## src/prs_pkg.sv

```systemverilog
package prs_pkg;
  // ------------------------------------------------------------
  // sizes
  // ------------------------------------------------------------
  localparam int NUM_RES = 8;
  localparam int NUM_CLK = 4;
  localparam int TIMER_W = 16;
  localparam int DATA_W = 32;
  localparam int ADDR_W = 8;
  localparam int RES_IDX_W = 3;
  localparam int CLK_IDX_W = 2;
  localparam int FLD_W = 2;
  // ------------------------------------------------------------
  // timing
  // ------------------------------------------------------------
  localparam int REF_CLK_HZ = 250_000_000;
  localparam int LPO_HZ = 32_768;
  localparam int LPO_DIV = REF_CLK_HZ / LPO_HZ;
  // ------------------------------------------------------------
  // register map
  // ------------------------------------------------------------
  localparam logic [ADDR_W-1:0] ADDR_CTRL = 8'h00;
  localparam logic [ADDR_W-1:0] ADDR_MIN_MASK = 8'h04;
  localparam logic [ADDR_W-1:0] ADDR_TMR_MASK = 8'h08;
  localparam logic [ADDR_W-1:0] ADDR_TMR_COUNT = 8'h0C;
  localparam logic [ADDR_W-1:0] ADDR_STATE = 8'h10;
  localparam logic [ADDR_W-1:0] ADDR_PENDING = 8'h14;
  localparam logic [ADDR_W-1:0] ADDR_NEEDED = 8'h18;
  localparam logic [3:0] CLKMAP_PAGE = 4'h4;
  localparam int RES_SEL_BIT = 7;
  localparam int RES_IDX_LSB = 4;
  localparam int FLD_LSB = 2;
  localparam logic [FLD_W-1:0] FLD_TIME_ON = 2'h0;
  localparam logic [FLD_W-1:0] FLD_TIME_OFF = 2'h1;
  localparam logic [FLD_W-1:0] FLD_DEPS = 2'h2;
  localparam int CTRL_PULLDOWN_BIT = 0;
  localparam int CTRL_DOZE_BIT = 1;
  localparam int CTRL_SLEEP_BIT = 2;
  localparam int CTRL_MODE_LSB = 8;
  // ------------------------------------------------------------
  // reset values and resources
  // ------------------------------------------------------------
  localparam logic [NUM_RES-1:0] MIN_MASK_RESET = 8'h07;
  localparam int RES_CORE_BUCK = 0;
  localparam int RES_CORE_LINEAR = 1;
  localparam int RES_LOW_NOISE_LINEAR = 2;
  typedef enum logic [4:0] {
    MODE_ACTIVE = 5'h01,
    MODE_DOZE = 5'h02,
    MODE_SAVE = 5'h04,
    MODE_SLEEP = 5'h08,
    MODE_RESTORE = 5'h10
  } prs_mode_t;
endpackage

```

## src/prs_sequencer.sv

```systemverilog
`timescale 1ns/1ps
// How it works
// - power-on pin high: regulators on, reset released
// - power-on pin low or hibernate input low kills all regulators
// - three core regulators start on reset release
// - request is union of three sources
// - clock requests map to resource sets
// - each resource has one of four states
// - timer zero unless resource in transition
// - timer loads delay, counts low-power ticks
// - timer zero clears pending, flips state
// - zero delay means immediate transition
// - required set recomputed every sequencer tick
// - required set compared with status each tick
// - disable only unrequested, enabled, no dependents
// - enable only requested with dependencies enabled
// - doze stops main clocks, sequencer keeps running
// - save core state before deep sleep
// - wake from deep sleep, restore state
// - shutdown tristates outputs, disables inputs
// - power-on after shutdown is fresh power-up
// - hibernate input low disables regulators
// - pin pull-down on after reset, software off
module prs_sequencer import prs_pkg::*; #(
  parameter int N = NUM_RES,
  parameter int NC = NUM_CLK,
  parameter int TW = TIMER_W,
  parameter int TICK_DIV = LPO_DIV
) (
  input wire logic ref_clk,
  input wire logic srst,
  input wire logic [ADDR_W-1:0] addr,
  input wire logic [DATA_W-1:0] wr_data,
  input wire logic wr_en,
  input wire logic rd_en,
  output logic [DATA_W-1:0] rd_data,
  input wire logic power_on_in,
  input wire logic hibernate_power_on_in,
  output logic hibernate_power_on_out,
  output logic power_on_pulldown_en,
  input wire logic ext_irq_in,
  input wire logic usb_resume_in,
  input wire logic [NC-1:0] clk_req,
  output logic [N-1:0] resource_en,
  output logic core_reset_n,
  output logic main_clk_en,
  output logic core_power_en,
  output logic retain_save,
  output logic retain_restore,
  output logic io_out_en,
  output logic io_in_en
);
  // ------------------------------------------------------------
  // state
  // ------------------------------------------------------------
  typedef struct packed {
    logic pon_meta;
    logic pon_s;
    logic hib_meta;
    logic hib_s;
    logic irq_meta;
    logic irq_s;
    logic irq_d;
    logic usb_meta;
    logic usb_s;
    logic usb_d;
  } prs_sync_t;
  typedef struct packed {
    prs_sync_t sy;
    logic pulldown_en;
    logic [N-1:0] min_mask;
    logic [NC-1:0][N-1:0] clk_map;
    logic [N-1:0] tmr_mask;
    logic [TW-1:0] tmr_count;
    logic [N-1:0][TW-1:0] time_on;
    logic [N-1:0][TW-1:0] time_off;
    logic [N-1:0][N-1:0] deps;
    prs_mode_t mode;
    logic retain_save;
    logic retain_restore;
    logic [DATA_W-1:0] rd_data;
  } prs_state_t;
  prs_state_t s, next_s;
  function automatic prs_state_t fresh(input prs_sync_t y);
    prs_state_t f;
    f = '0;
    f.sy = y;
    f.pulldown_en = 1'b1;
    f.min_mask = MIN_MASK_RESET;
    f.mode = MODE_ACTIVE;
    return f;
  endfunction
  function automatic logic [N-1:0] close_deps(
    input logic [N-1:0] r,
    input logic [N-1:0][N-1:0] d
  );
    logic [N-1:0] c;
    c = r;
    for (int k = 0; k < N; k++) begin
      for (int j = 0; j < N; j++) begin
        if (c[j]) begin
          c = c | d[j];
        end
      end
    end
    return c;
  endfunction
  // ------------------------------------------------------------
  // sequencer tick and resource slots
  // ------------------------------------------------------------
  logic tick;
  logic [N-1:0] st;
  logic [N-1:0] pend;
  logic [N-1:0] start_on;
  logic [N-1:0] start_off;
  logic [N-1:0][TW-1:0] timer;
  logic [N-1:0] clk_need;
  logic [N-1:0] requested;
  logic [N-1:0] needed;
  logic [N-1:0] dependents_up;
  logic [N-1:0] deps_ready;
  prs_tick #(.DIV(TICK_DIV), .CW(16)) u_tick (
    .ref_clk(ref_clk),
    .srst(srst),
    .tick(tick)
  );
  genvar g;
  generate
    for (g = 0; g < N; g++) begin : g_res
      prs_slot #(.TW(TW)) u_slot (
        .ref_clk(ref_clk),
        .srst(srst),
        .clear(~s.sy.pon_s),
        .tick(tick),
        .start_on(start_on[g]),
        .start_off(start_off[g]),
        .time_on(s.time_on[g]),
        .time_off(s.time_off[g]),
        .state(st[g]),
        .pending(pend[g]),
        .timer(timer[g])
      );
    end
  endgenerate
  always_comb begin
    clk_need = '0;
    for (int i = 0; i < NC; i++) begin
      if (clk_req[i]) begin
        clk_need = clk_need | s.clk_map[i];
      end
    end
    requested = s.min_mask | clk_need | ((s.tmr_count != '0) ? s.tmr_mask : '0);
    needed = close_deps(requested, s.deps);
    for (int i = 0; i < N; i++) begin
      dependents_up[i] = 1'b0;
      for (int j = 0; j < N; j++) begin
        if ((st[j] | pend[j]) && s.deps[j][i]) begin
          dependents_up[i] = 1'b1;
        end
      end
      deps_ready[i] = ((s.deps[i] & ~(st & ~pend)) == '0);
    end
    start_off = st & ~pend & ~needed & ~dependents_up;
    start_on = ~st & ~pend & needed & deps_ready;
  end
  // ------------------------------------------------------------
  // bus, request timer and power modes
  // ------------------------------------------------------------
  logic tmr_expire;
  logic wake;
  logic [RES_IDX_W-1:0] res_idx;
  logic [CLK_IDX_W-1:0] clk_idx;
  logic [FLD_W-1:0] fld;
  logic res_hit;
  logic clk_hit;
  logic [DATA_W-1:0] rd_word;
  prs_sync_t keep;
  always_comb begin
    next_s = s;
    keep = '0;
    rd_word = '0;
    res_idx = addr[RES_IDX_LSB +: RES_IDX_W];
    clk_idx = addr[FLD_LSB +: CLK_IDX_W];
    fld = addr[FLD_LSB +: FLD_W];
    res_hit = addr[RES_SEL_BIT];
    clk_hit = (addr[ADDR_W-1 -: 4] == CLKMAP_PAGE);
    next_s.sy.pon_meta = power_on_in;
    next_s.sy.pon_s = s.sy.pon_meta;
    next_s.sy.hib_meta = hibernate_power_on_in;
    next_s.sy.hib_s = s.sy.hib_meta;
    next_s.sy.irq_meta = ext_irq_in;
    next_s.sy.irq_s = s.sy.irq_meta;
    next_s.sy.irq_d = s.sy.irq_s;
    next_s.sy.usb_meta = usb_resume_in;
    next_s.sy.usb_s = s.sy.usb_meta;
    next_s.sy.usb_d = s.sy.usb_s;
    next_s.retain_save = 1'b0;
    next_s.retain_restore = 1'b0;
    tmr_expire = tick && (s.tmr_count == TW'(1));
    wake = tmr_expire || (s.sy.irq_s && !s.sy.irq_d) || (s.sy.usb_s && !s.sy.usb_d);
    if (tick && s.tmr_count != '0) begin
      next_s.tmr_count = s.tmr_count - TW'(1);
    end
    if (wr_en) begin
      case (addr)
        ADDR_CTRL: next_s.pulldown_en = wr_data[CTRL_PULLDOWN_BIT];
        ADDR_MIN_MASK: next_s.min_mask = wr_data[N-1:0];
        ADDR_TMR_MASK: next_s.tmr_mask = wr_data[N-1:0];
        ADDR_TMR_COUNT: next_s.tmr_count = wr_data[TW-1:0];
        default: ;
      endcase
      if (clk_hit) begin
        next_s.clk_map[clk_idx] = wr_data[N-1:0];
      end
      if (res_hit) begin
        case (fld)
          FLD_TIME_ON: next_s.time_on[res_idx] = wr_data[TW-1:0];
          FLD_TIME_OFF: next_s.time_off[res_idx] = wr_data[TW-1:0];
          FLD_DEPS: next_s.deps[res_idx] = wr_data[N-1:0];
          default: ;
        endcase
      end
    end
    case (s.mode)
      MODE_ACTIVE: begin
        if (wr_en && addr == ADDR_CTRL && wr_data[CTRL_SLEEP_BIT]) begin
          next_s.mode = MODE_SAVE;
          next_s.retain_save = 1'b1;
        end else if (wr_en && addr == ADDR_CTRL && wr_data[CTRL_DOZE_BIT]) begin
          next_s.mode = MODE_DOZE;
        end
      end
      MODE_DOZE: begin
        if (wake) begin
          next_s.mode = MODE_ACTIVE;
        end
      end
      MODE_SAVE: next_s.mode = MODE_SLEEP;
      MODE_SLEEP: begin
        if (wake) begin
          next_s.mode = MODE_RESTORE;
          next_s.retain_restore = 1'b1;
        end
      end
      MODE_RESTORE: next_s.mode = MODE_ACTIVE;
      default: next_s.mode = MODE_ACTIVE;
    endcase
    if (addr == ADDR_CTRL) begin
      rd_word[CTRL_PULLDOWN_BIT] = s.pulldown_en;
      rd_word[CTRL_MODE_LSB +: 5] = s.mode;
    end else if (addr == ADDR_MIN_MASK) begin
      rd_word[N-1:0] = s.min_mask;
    end else if (addr == ADDR_TMR_MASK) begin
      rd_word[N-1:0] = s.tmr_mask;
    end else if (addr == ADDR_TMR_COUNT) begin
      rd_word[TW-1:0] = s.tmr_count;
    end else if (addr == ADDR_STATE) begin
      rd_word[N-1:0] = st;
    end else if (addr == ADDR_PENDING) begin
      rd_word[N-1:0] = pend;
    end else if (addr == ADDR_NEEDED) begin
      rd_word[N-1:0] = needed;
    end else if (clk_hit) begin
      rd_word[N-1:0] = s.clk_map[clk_idx];
    end else if (res_hit) begin
      case (fld)
        FLD_TIME_ON: rd_word[TW-1:0] = s.time_on[res_idx];
        FLD_TIME_OFF: rd_word[TW-1:0] = s.time_off[res_idx];
        FLD_DEPS: rd_word[N-1:0] = s.deps[res_idx];
        default: rd_word = '0;
      endcase
    end
    next_s.rd_data = rd_en ? rd_word : '0;
    if (!s.sy.pon_s) begin
      keep = next_s.sy;
      next_s = fresh(keep);
    end
  end
  always_ff @(posedge ref_clk) begin
    if (srst) begin
      s <= fresh('0);
    end else begin
      s <= next_s;
    end
  end
  // ------------------------------------------------------------
  // outputs
  // ------------------------------------------------------------
  // regulators follow the power-on pin
  // the pin or the hibernate input gates all regulators off
  assign resource_en = st & {N{s.sy.pon_s & s.sy.hib_s}};
  assign core_reset_n = s.sy.pon_s;
  assign hibernate_power_on_out = s.sy.hib_s;
  assign power_on_pulldown_en = s.pulldown_en;
  assign rd_data = s.rd_data;
  assign retain_save = s.retain_save;
  assign retain_restore = s.retain_restore;
  // main clocks stop in doze and sleep
  assign main_clk_en = s.sy.pon_s && (s.mode != MODE_DOZE) && (s.mode != MODE_SLEEP);
  assign core_power_en = s.sy.pon_s && (s.mode != MODE_SLEEP);
  assign io_out_en = s.sy.pon_s;
  assign io_in_en = s.sy.pon_s;
endmodule

```

## src/prs_tick.sv

```systemverilog
`timescale 1ns/1ps
module prs_tick import prs_pkg::*; #(
  parameter int DIV = LPO_DIV,
  parameter int CW = 16
) (
  input wire logic ref_clk,
  input wire logic srst,
  output logic tick
);
  typedef struct packed {
    logic [CW-1:0] cnt;
    logic tick;
  } prs_tick_t;
  prs_tick_t s, next_s;

  always_comb begin
    next_s = s;
    next_s.tick = 1'b0;
    if (s.cnt == CW'(DIV - 1)) begin
      next_s.cnt = '0;
      next_s.tick = 1'b1;
    end else begin
      next_s.cnt = s.cnt + CW'(1);
    end
  end

  always_ff @(posedge ref_clk) begin
    if (srst) begin
      s <= '0;
    end else begin
      s <= next_s;
    end
  end

  assign tick = s.tick;
endmodule

```

## src/prs_slot.sv

```systemverilog
`timescale 1ns/1ps
module prs_slot import prs_pkg::*; #(
  parameter int TW = TIMER_W
) (
  input wire logic ref_clk,
  input wire logic srst,
  input wire logic clear,
  input wire logic tick,
  input wire logic start_on,
  input wire logic start_off,
  input wire logic [TW-1:0] time_on,
  input wire logic [TW-1:0] time_off,
  output logic state,
  output logic pending,
  output logic [TW-1:0] timer
);
  typedef struct packed {
    logic state;
    logic pending;
    logic [TW-1:0] timer;
  } prs_slot_t;
  prs_slot_t s, next_s;

  always_comb begin
    next_s = s;
    if (tick) begin
      if (s.pending) begin
        if (s.timer == TW'(1)) begin
          next_s.timer = '0;
          next_s.pending = 1'b0;
          next_s.state = ~s.state;
        end else begin
          next_s.timer = s.timer - TW'(1);
        end
      end else if (start_on) begin
        if (time_on == '0) begin
          next_s.state = 1'b1;
        end else begin
          next_s.pending = 1'b1;
          next_s.timer = time_on;
        end
      end else if (start_off) begin
        if (time_off == '0) begin
          next_s.state = 1'b0;
        end else begin
          next_s.pending = 1'b1;
          next_s.timer = time_off;
        end
      end
    end
    if (clear) begin
      next_s = '0;
    end
  end

  always_ff @(posedge ref_clk) begin
    if (srst) begin
      s <= '0;
    end else begin
      s <= next_s;
    end
  end

  assign state = s.state;
  assign pending = s.pending;
  assign timer = s.timer;
endmodule

```

## config.mk

```make
export PLATFORM = sky130hd
export DESIGN_NAME = prs_sequencer
export DESIGN_NICKNAME = d
export VERILOG_FILES = /design/src/prs_pkg.sv /design/src/prs_sequencer.sv /design/src/prs_tick.sv /design/src/prs_slot.sv
export SDC_FILE = /design/constraint.sdc
export NUM_CORES = 2
export LEC_CHECK = 0
export ABC_AREA = 1
export BUFFER_PORTS_ARGS = -buffer_cell sky130_fd_sc_hd__buf_2
export CORE_ASPECT_RATIO = 0.5
export CORE_MARGIN = 10
export CORE_UTILIZATION = 29
export CTS_CLUSTER_SIZE = 16
export DETAILED_ROUTE_END_ITERATION = 8
export PLACE_DENSITY = 0.53
export SLEW_MARGIN = 15
export SYNTH_ARGS = -nofsm -noshare
export SYNTH_HDL_FRONTEND = slang
export SYNTH_SLANG_ARGS = --single-unit
export TNS_END_PERCENT = 1
```

## constraint.sdc

```tcl
create_clock -name ref_clk -period 11.3 [get_ports ref_clk]
set_clock_uncertainty 0.1 [all_clocks]
set_input_delay 3.39 -clock ref_clk [delete_from_list [all_inputs] [get_ports ref_clk]]
set_output_delay 3.39 -clock ref_clk [all_outputs]
set_load 0.02 [all_outputs]
```

# After elaboration in Yosys (flattened, before gate mapping)
# Index checks and enable logic that the tools add are counted.
# totals
output_inout_bits	49
register_bits	595
input_bits	52
elab_cells	679
# classes
n_eq_ne	60
reduce_logical	155
addsub	10
n_lt_le_gt_ge	4
n_mux	265
bitwise	110
# op_table
cell	n
$mux 8	79
$or 8x8->8	69
$mux 18	24
$mux 336	1
$mux 320	1
$mux 17	16
$bwmux 128	2
$logic_not 16->1	16
$mux 128	2
$mux 16	16
$mux 32	8
$eq 16x1->1 const B	9
$mux 24	6
$sub 16x1->16 const B	9
$and 8x8->8	15
$bmux 16 s3	2
$mux 1	84
$logic_and 1x1->1	76
$logic_not 8->1	9
$bwmux 64	1
$mux 64	1
$demux 16 s3	1
$ne 3x2->1 const B	16
$reduce_bool 3->1	16
48 further kinds	125

# Depth between registers and ports, before layout
# logic_depth
word_depth	144
depth_mapped	114
depth_no_buf	113

# Modules after synthesis
# Synthesis repeated with hierarchy kept, for this count alone.
# unflattened
hier_cells	5708
hier_area_um2	36543.8
# by_module_without_submodules
mod	seq_area_each_um2	n_inst	cells_per_inst	area_each_um2
prs_sequencer	8368.0	1	2962	21768.4
prs_slot	360.3	8	327	1735.4
prs_tick	340.3	1	130	892.1

# Least setup slack after synthesis
# No wires, ideal clock.
# synth_timing
path_type	in2reg
start	input port clk_req[3]
end	register g_res[3].u_slot.s (netlist bit g_res[3].u_slot.timer[1])
setup_ns	0.128
arrival_time_ns	11.821
t_required_ns	11.072
path_slack_ns	-0.749
cell_stages	86
path_buffers	2
cell_sequence	buf_2 > nand2_1 > nand3_1 > nor3_1 > nand2_4 > a21oi_2 > nand2_4 > nand2_2 > nand2_4 > nand2_2 > nand2_4 > a21oi_2 > nand2_4 > a21oi_2 > nand2_4 > nand2_2 > nand2_4 > a21oi_2 > (+50 left out) > nand2_4 > a21oi_2 > nand2_4 > nand2_2 > nand2_4 > nand2_2 > nand2_4 > nand2_2 > nand2_2 > nand2_4 > inv_4 > nor2_2 > nor2_4 > nand2_2 > buf_6 > nand2_1 > nand2_1 > nor2_1
# synth_between
elab_chain_len	136
word_cells_on_any_way	142
classes_between	eq/ne: 2; mux: 67; bitwise: 71; reduce/logical: 2
# synth_lines
element	line	source
from (decl)	prs_sequencer.sv:43	input wire logic [NC-1:0] clk_req,
$mux 8 (*)	prs_sequencer.sv:148	if (clk_req[i]) begin
$or 8x8->8 (*) (2 in a row)	prs_sequencer.sv:152	requested = s.min_mask | clk_need | ((s.tmr_count != '0) ? s.tmr_mask : '0);
$or 8x8->8	prs_sequencer.sv:102	c = c | d[j];
$mux 8 (*)	prs_sequencer.sv:101	if (c[j]) begin
$or 8x8->8	prs_sequencer.sv:102	
$mux 8 (*)	prs_sequencer.sv:101	
$or 8x8->8	prs_sequencer.sv:102	
$mux 8 (*)	prs_sequencer.sv:101	
(+118 left out)	n/a	
$or 8x8->8	prs_sequencer.sv:102	
$mux 8 (*)	prs_sequencer.sv:101	
$or 8x8->8	prs_sequencer.sv:102	
$mux 8 (*)	prs_sequencer.sv:101	
$not 8->8	prs_sequencer.sv:163	start_off = st & ~pend & ~needed & ~dependents_up;
$and 8x8->8 (2 in a row)	prs_sequencer.sv:163	
$reduce_bool 3->1 (no line)	n/a	
$reduce_and 4->1 (no line)	n/a	
to (signal assigned)	prs_slot.sv:60	s <= next_s;
to (decl)	prs_slot.sv:22	prs_slot_t s, next_s;
# Every way passes the cells marked *; elsewhere a longest branch is shown, timed or not.
# A chain may end at the register's enable or synchronous reset.

# Worst setup path after layout
# layout_timing
start	input port clk_req[3]
end	register g_res[2].u_slot.s (netlist bit g_res[2].u_slot.timer[14])
# layout_between
elab_chain_len	136
word_cells_on_any_way	142
classes_between	eq/ne: 2; mux: 67; bitwise: 71; reduce/logical: 2
# layout_lines
element	line
$mux 8 (*)	prs_sequencer.sv:148
$or 8x8->8 (*) (2 in a row)	prs_sequencer.sv:152
$or 8x8->8	prs_sequencer.sv:102
$mux 8 (*)	prs_sequencer.sv:101
$or 8x8->8	prs_sequencer.sv:102
$mux 8 (*)	prs_sequencer.sv:101
$or 8x8->8	prs_sequencer.sv:102
$mux 8 (*)	prs_sequencer.sv:101
(+118 left out)	n/a
$or 8x8->8	prs_sequencer.sv:102
$mux 8 (*)	prs_sequencer.sv:101
$or 8x8->8	prs_sequencer.sv:102
$mux 8 (*)	prs_sequencer.sv:101
$not 8->8	prs_sequencer.sv:163
$and 8x8->8 (2 in a row)	prs_sequencer.sv:163
$reduce_bool 3->1 (no line)	n/a
$reduce_and 4->1 (no line)	n/a
to (signal assigned)	prs_slot.sv:60
to (decl)	prs_slot.sv:22
# Marks and branches as above.

==> metrics.txt <==
fmax 77.3 MHz; Primary FF master, synth dfxtp_1; dpl cell area 37,700 sq um; Leakage 16.7 nW; Synth warnings 0; syn avg cell area 6.59 sq um; Die Y 263 microns; async set-or-reset flop fraction in the synthesized netlist 0%; top cells by area in the synthesized netlist dfxtp_1 (34%), nand2_1 (9.0%), o21ai_0 (8.7%), a21oi_1 (8.4%), nor2_1 (7.5%); pre-CTS WS -2.64 ns; sequential cell fraction of total power 46.5%; Seq/Total Area, Yosys 33.7%; Post-synth EDFFs 0; total wire length 156,000 microns; vias in the first global route 34.9k; gpl congestion 0.988; vias per cell 5.42; io pins 101; crit-path max FO 11; RSZ-0062 raised after global routing yes; Multi-input gate area 20,200 sq um; Worst Tran Pin Value 1.25 ns; top cells by count, synth nand2_1 (826), nor2_1 (689), o21ai_0 (594); largest net degree at the start of global routing 248; Root Buffer clkbuf_16; post-route cell area 41,300 sq um; row count 89; CP max stage delay 0.23 ns; largest area contributor in the netlist dfxtp_1; setup_tns -233.03 ns; Power Internal 3.30 mW; Residual DRC 0; DRT Pass-1 Iters 7; initial antenna violation count 5; CTS H-Tree Depth 2; Power Density 106 nW/um^2; GRT Total Usage 21.9%; Slew Viols, Final 0; Std-Cell Core Area 118,000 sq um; Antenna Nets Post-Route 0; Starting Density 29.2%; Clock Sinks 579; max-cap violations 0; Setup violations, final 152; Clk Latency, worst-skew pair 0.68 ns; switching power 1.10 mW; count leader, synth nand2_1; Post-DP HPWL 112,000 microns; Worst setup EP type register; DR WL/cell 22.3 microns; Crit-path slowest cell a21oi_4; Initial DRC Count 4,637; Combinational Power Share 5.4%; Max Root-Sink Buffers 3; Min Clock Period, post-route 12.94 ns; Mapped Cells 5,211; Port Buffers 68; period utilization 115%; sw frac 25.0%; outcome finished, violations left; aggregate global routing overflow 0; CP most frequent cell nand2_4; register bit total from synthesis 579; slew margin rel. 14.4%; Final Util 35.1%; clock transition at the registers of the reported paths 0.06 ns; Worst VDD drop 0.122 mV; Die X 507 microns; Mapped Area 34,400 sq um; Hold WS 0.309 ns; CP startpoint kind primary input; sequential cell area 11,600 sq um; share of cells above drive strength 1 15.0%; Nets 5,447; first-pass GRT wire length 227,000 microns; Layout Area Growth over Synthesis 20.3%; post-synth cell types 55; full die area 133,000 sq um; worst path required time 11.80 ns; share of the synthesized area in the top cell type 33.7%; clock network fraction of total power 48.1%; failing checks setup timing; Arr. time, crit path 13.45 ns; Hold Violations, Final 0; worst min-delay path class register to register; CTS tree built; cts bufs inserted 61; WS Path Type primary input to register; final setup margin -1.64 ns; CTS Hold Bufs 0; Filler Cells Inserted 12.6k; Vias 38.0k
## registers in the layout (all words and copies together), names as in the netlist
signal,cells
core_reset_n,1
g_res.u_slot.pending,8
g_res.u_slot.state,8
g_res.u_slot.timer,128
hibernate_power_on_out,1
power_on_pulldown_en,1
rd_data,16
retain_restore,1
retain_save,1
s,397
u_tick.s,16
u_tick.tick,1
## worst max-delay path: cells and delay by family
family | cells | cell delay (ns)
compound gates | 15 | 2.40
buf+inv | 14 | 1.89
simple gates | 65 | 5.69
## kinds of logic (layout without fill, tap and decap cells)
family | after synthesis | after routing | share of synthesized area [%]
buffers and inverters | 917 | 1114 | 10.9
other | 1 | 17 | 0.0109
XOR/XNOR | 61 | 61 | 1.56
AND/OR/NAND/NOR | 2064 | 2064 | 26.8
AO/OA/AOI/OAI | 1569 | 1569 | 26.4
flip-flops | 579 | 579 | 33.7
adder cells (fa/ha/maj) | 20 | 20 | 0.728
## metal layers
metal	routed length, microns	part of all wire [%]	global-route usage, %	vias to the layer above
li1	-	-	-	17800
met1	68900	44	30.2	18100
met2	66000	42	33.6	1690
met3	14000	8.9	4.03	349
met4	7260	4.7	8.86	0
met5	0	0	0	-
## area by class of cell
cell class,instances,area share (%)
Clock inverter,22,0.642
Clock buffer,89,4.31
Tap cell,1592,4.82
Multi-Input combinational cell,3730,48.8
Timing Repair Buffer,393,7.75
Inverter,610,5.58
Antenna cell,1,0.00606
Sequential cell,579,28.0
## cell usage in the layout (no fill, tap or decap), types with 66 or more instances in the layout
cell,netlist,final
nand2_1,826,800
nor2_1,689,674
dfxtp_1,579,579
inv_1,572,570
o21ai_0,594,565
a21oi_1,576,553
buf_4,45,283
nand3_1,188,167
o211ai_1,104,104
o221ai_1,95,95
nor4_1,75,75
nand2_4,65,74
buf_2,30,68
nand4_1,66,66
## per-stage QoR
| step | power (mW) | cells |
|---|---|---|
| 3_3_place_gp | 2.32 | 6864 |
| 3_5_place_dp | 2.32 | 6864 |
| 2_1_floorplan | 2.21 | 5226 |
| 5_1_grt | 4.52 | 7016 |
| 6_report | 4.40 | 7016 |
| 4_1_cts | 4.42 | 6985 |
## power groups by stage
stage	registers [mW]	logic [mW]	clock network, mW
finish	2.05	0.239	2.12
global route	2.05	0.248	2.23
CTS	2.05	0.226	2.14
detailed placement	2.09	0.224	0
global placement	2.09	0.224	0
floorplan	2.09	0.123	0
## path summary, 6_finish.rpt
kind         depth (start not counted)        from                         to  slack, ns
max                                 94  clk_req[3]  g_res[2].u_slot.timer[14]      -1.64
min                                  2      s[431]     hibernate_power_on_out       0.31
max reg2reg                        115      s[359]   g_res[1].u_slot.timer[2]       0.50
min reg2reg                          2      s[431]     hibernate_power_on_out       0.31
## timing repair
action                                  in CTS  in global routing
buffers inserted                             9                 26
gates cloned                                 1                  4
endpoints found under the setup margin     152                152
resized for setup                           75                176
pin swaps                                    6                 65
(Power assumes the default switching activity.)
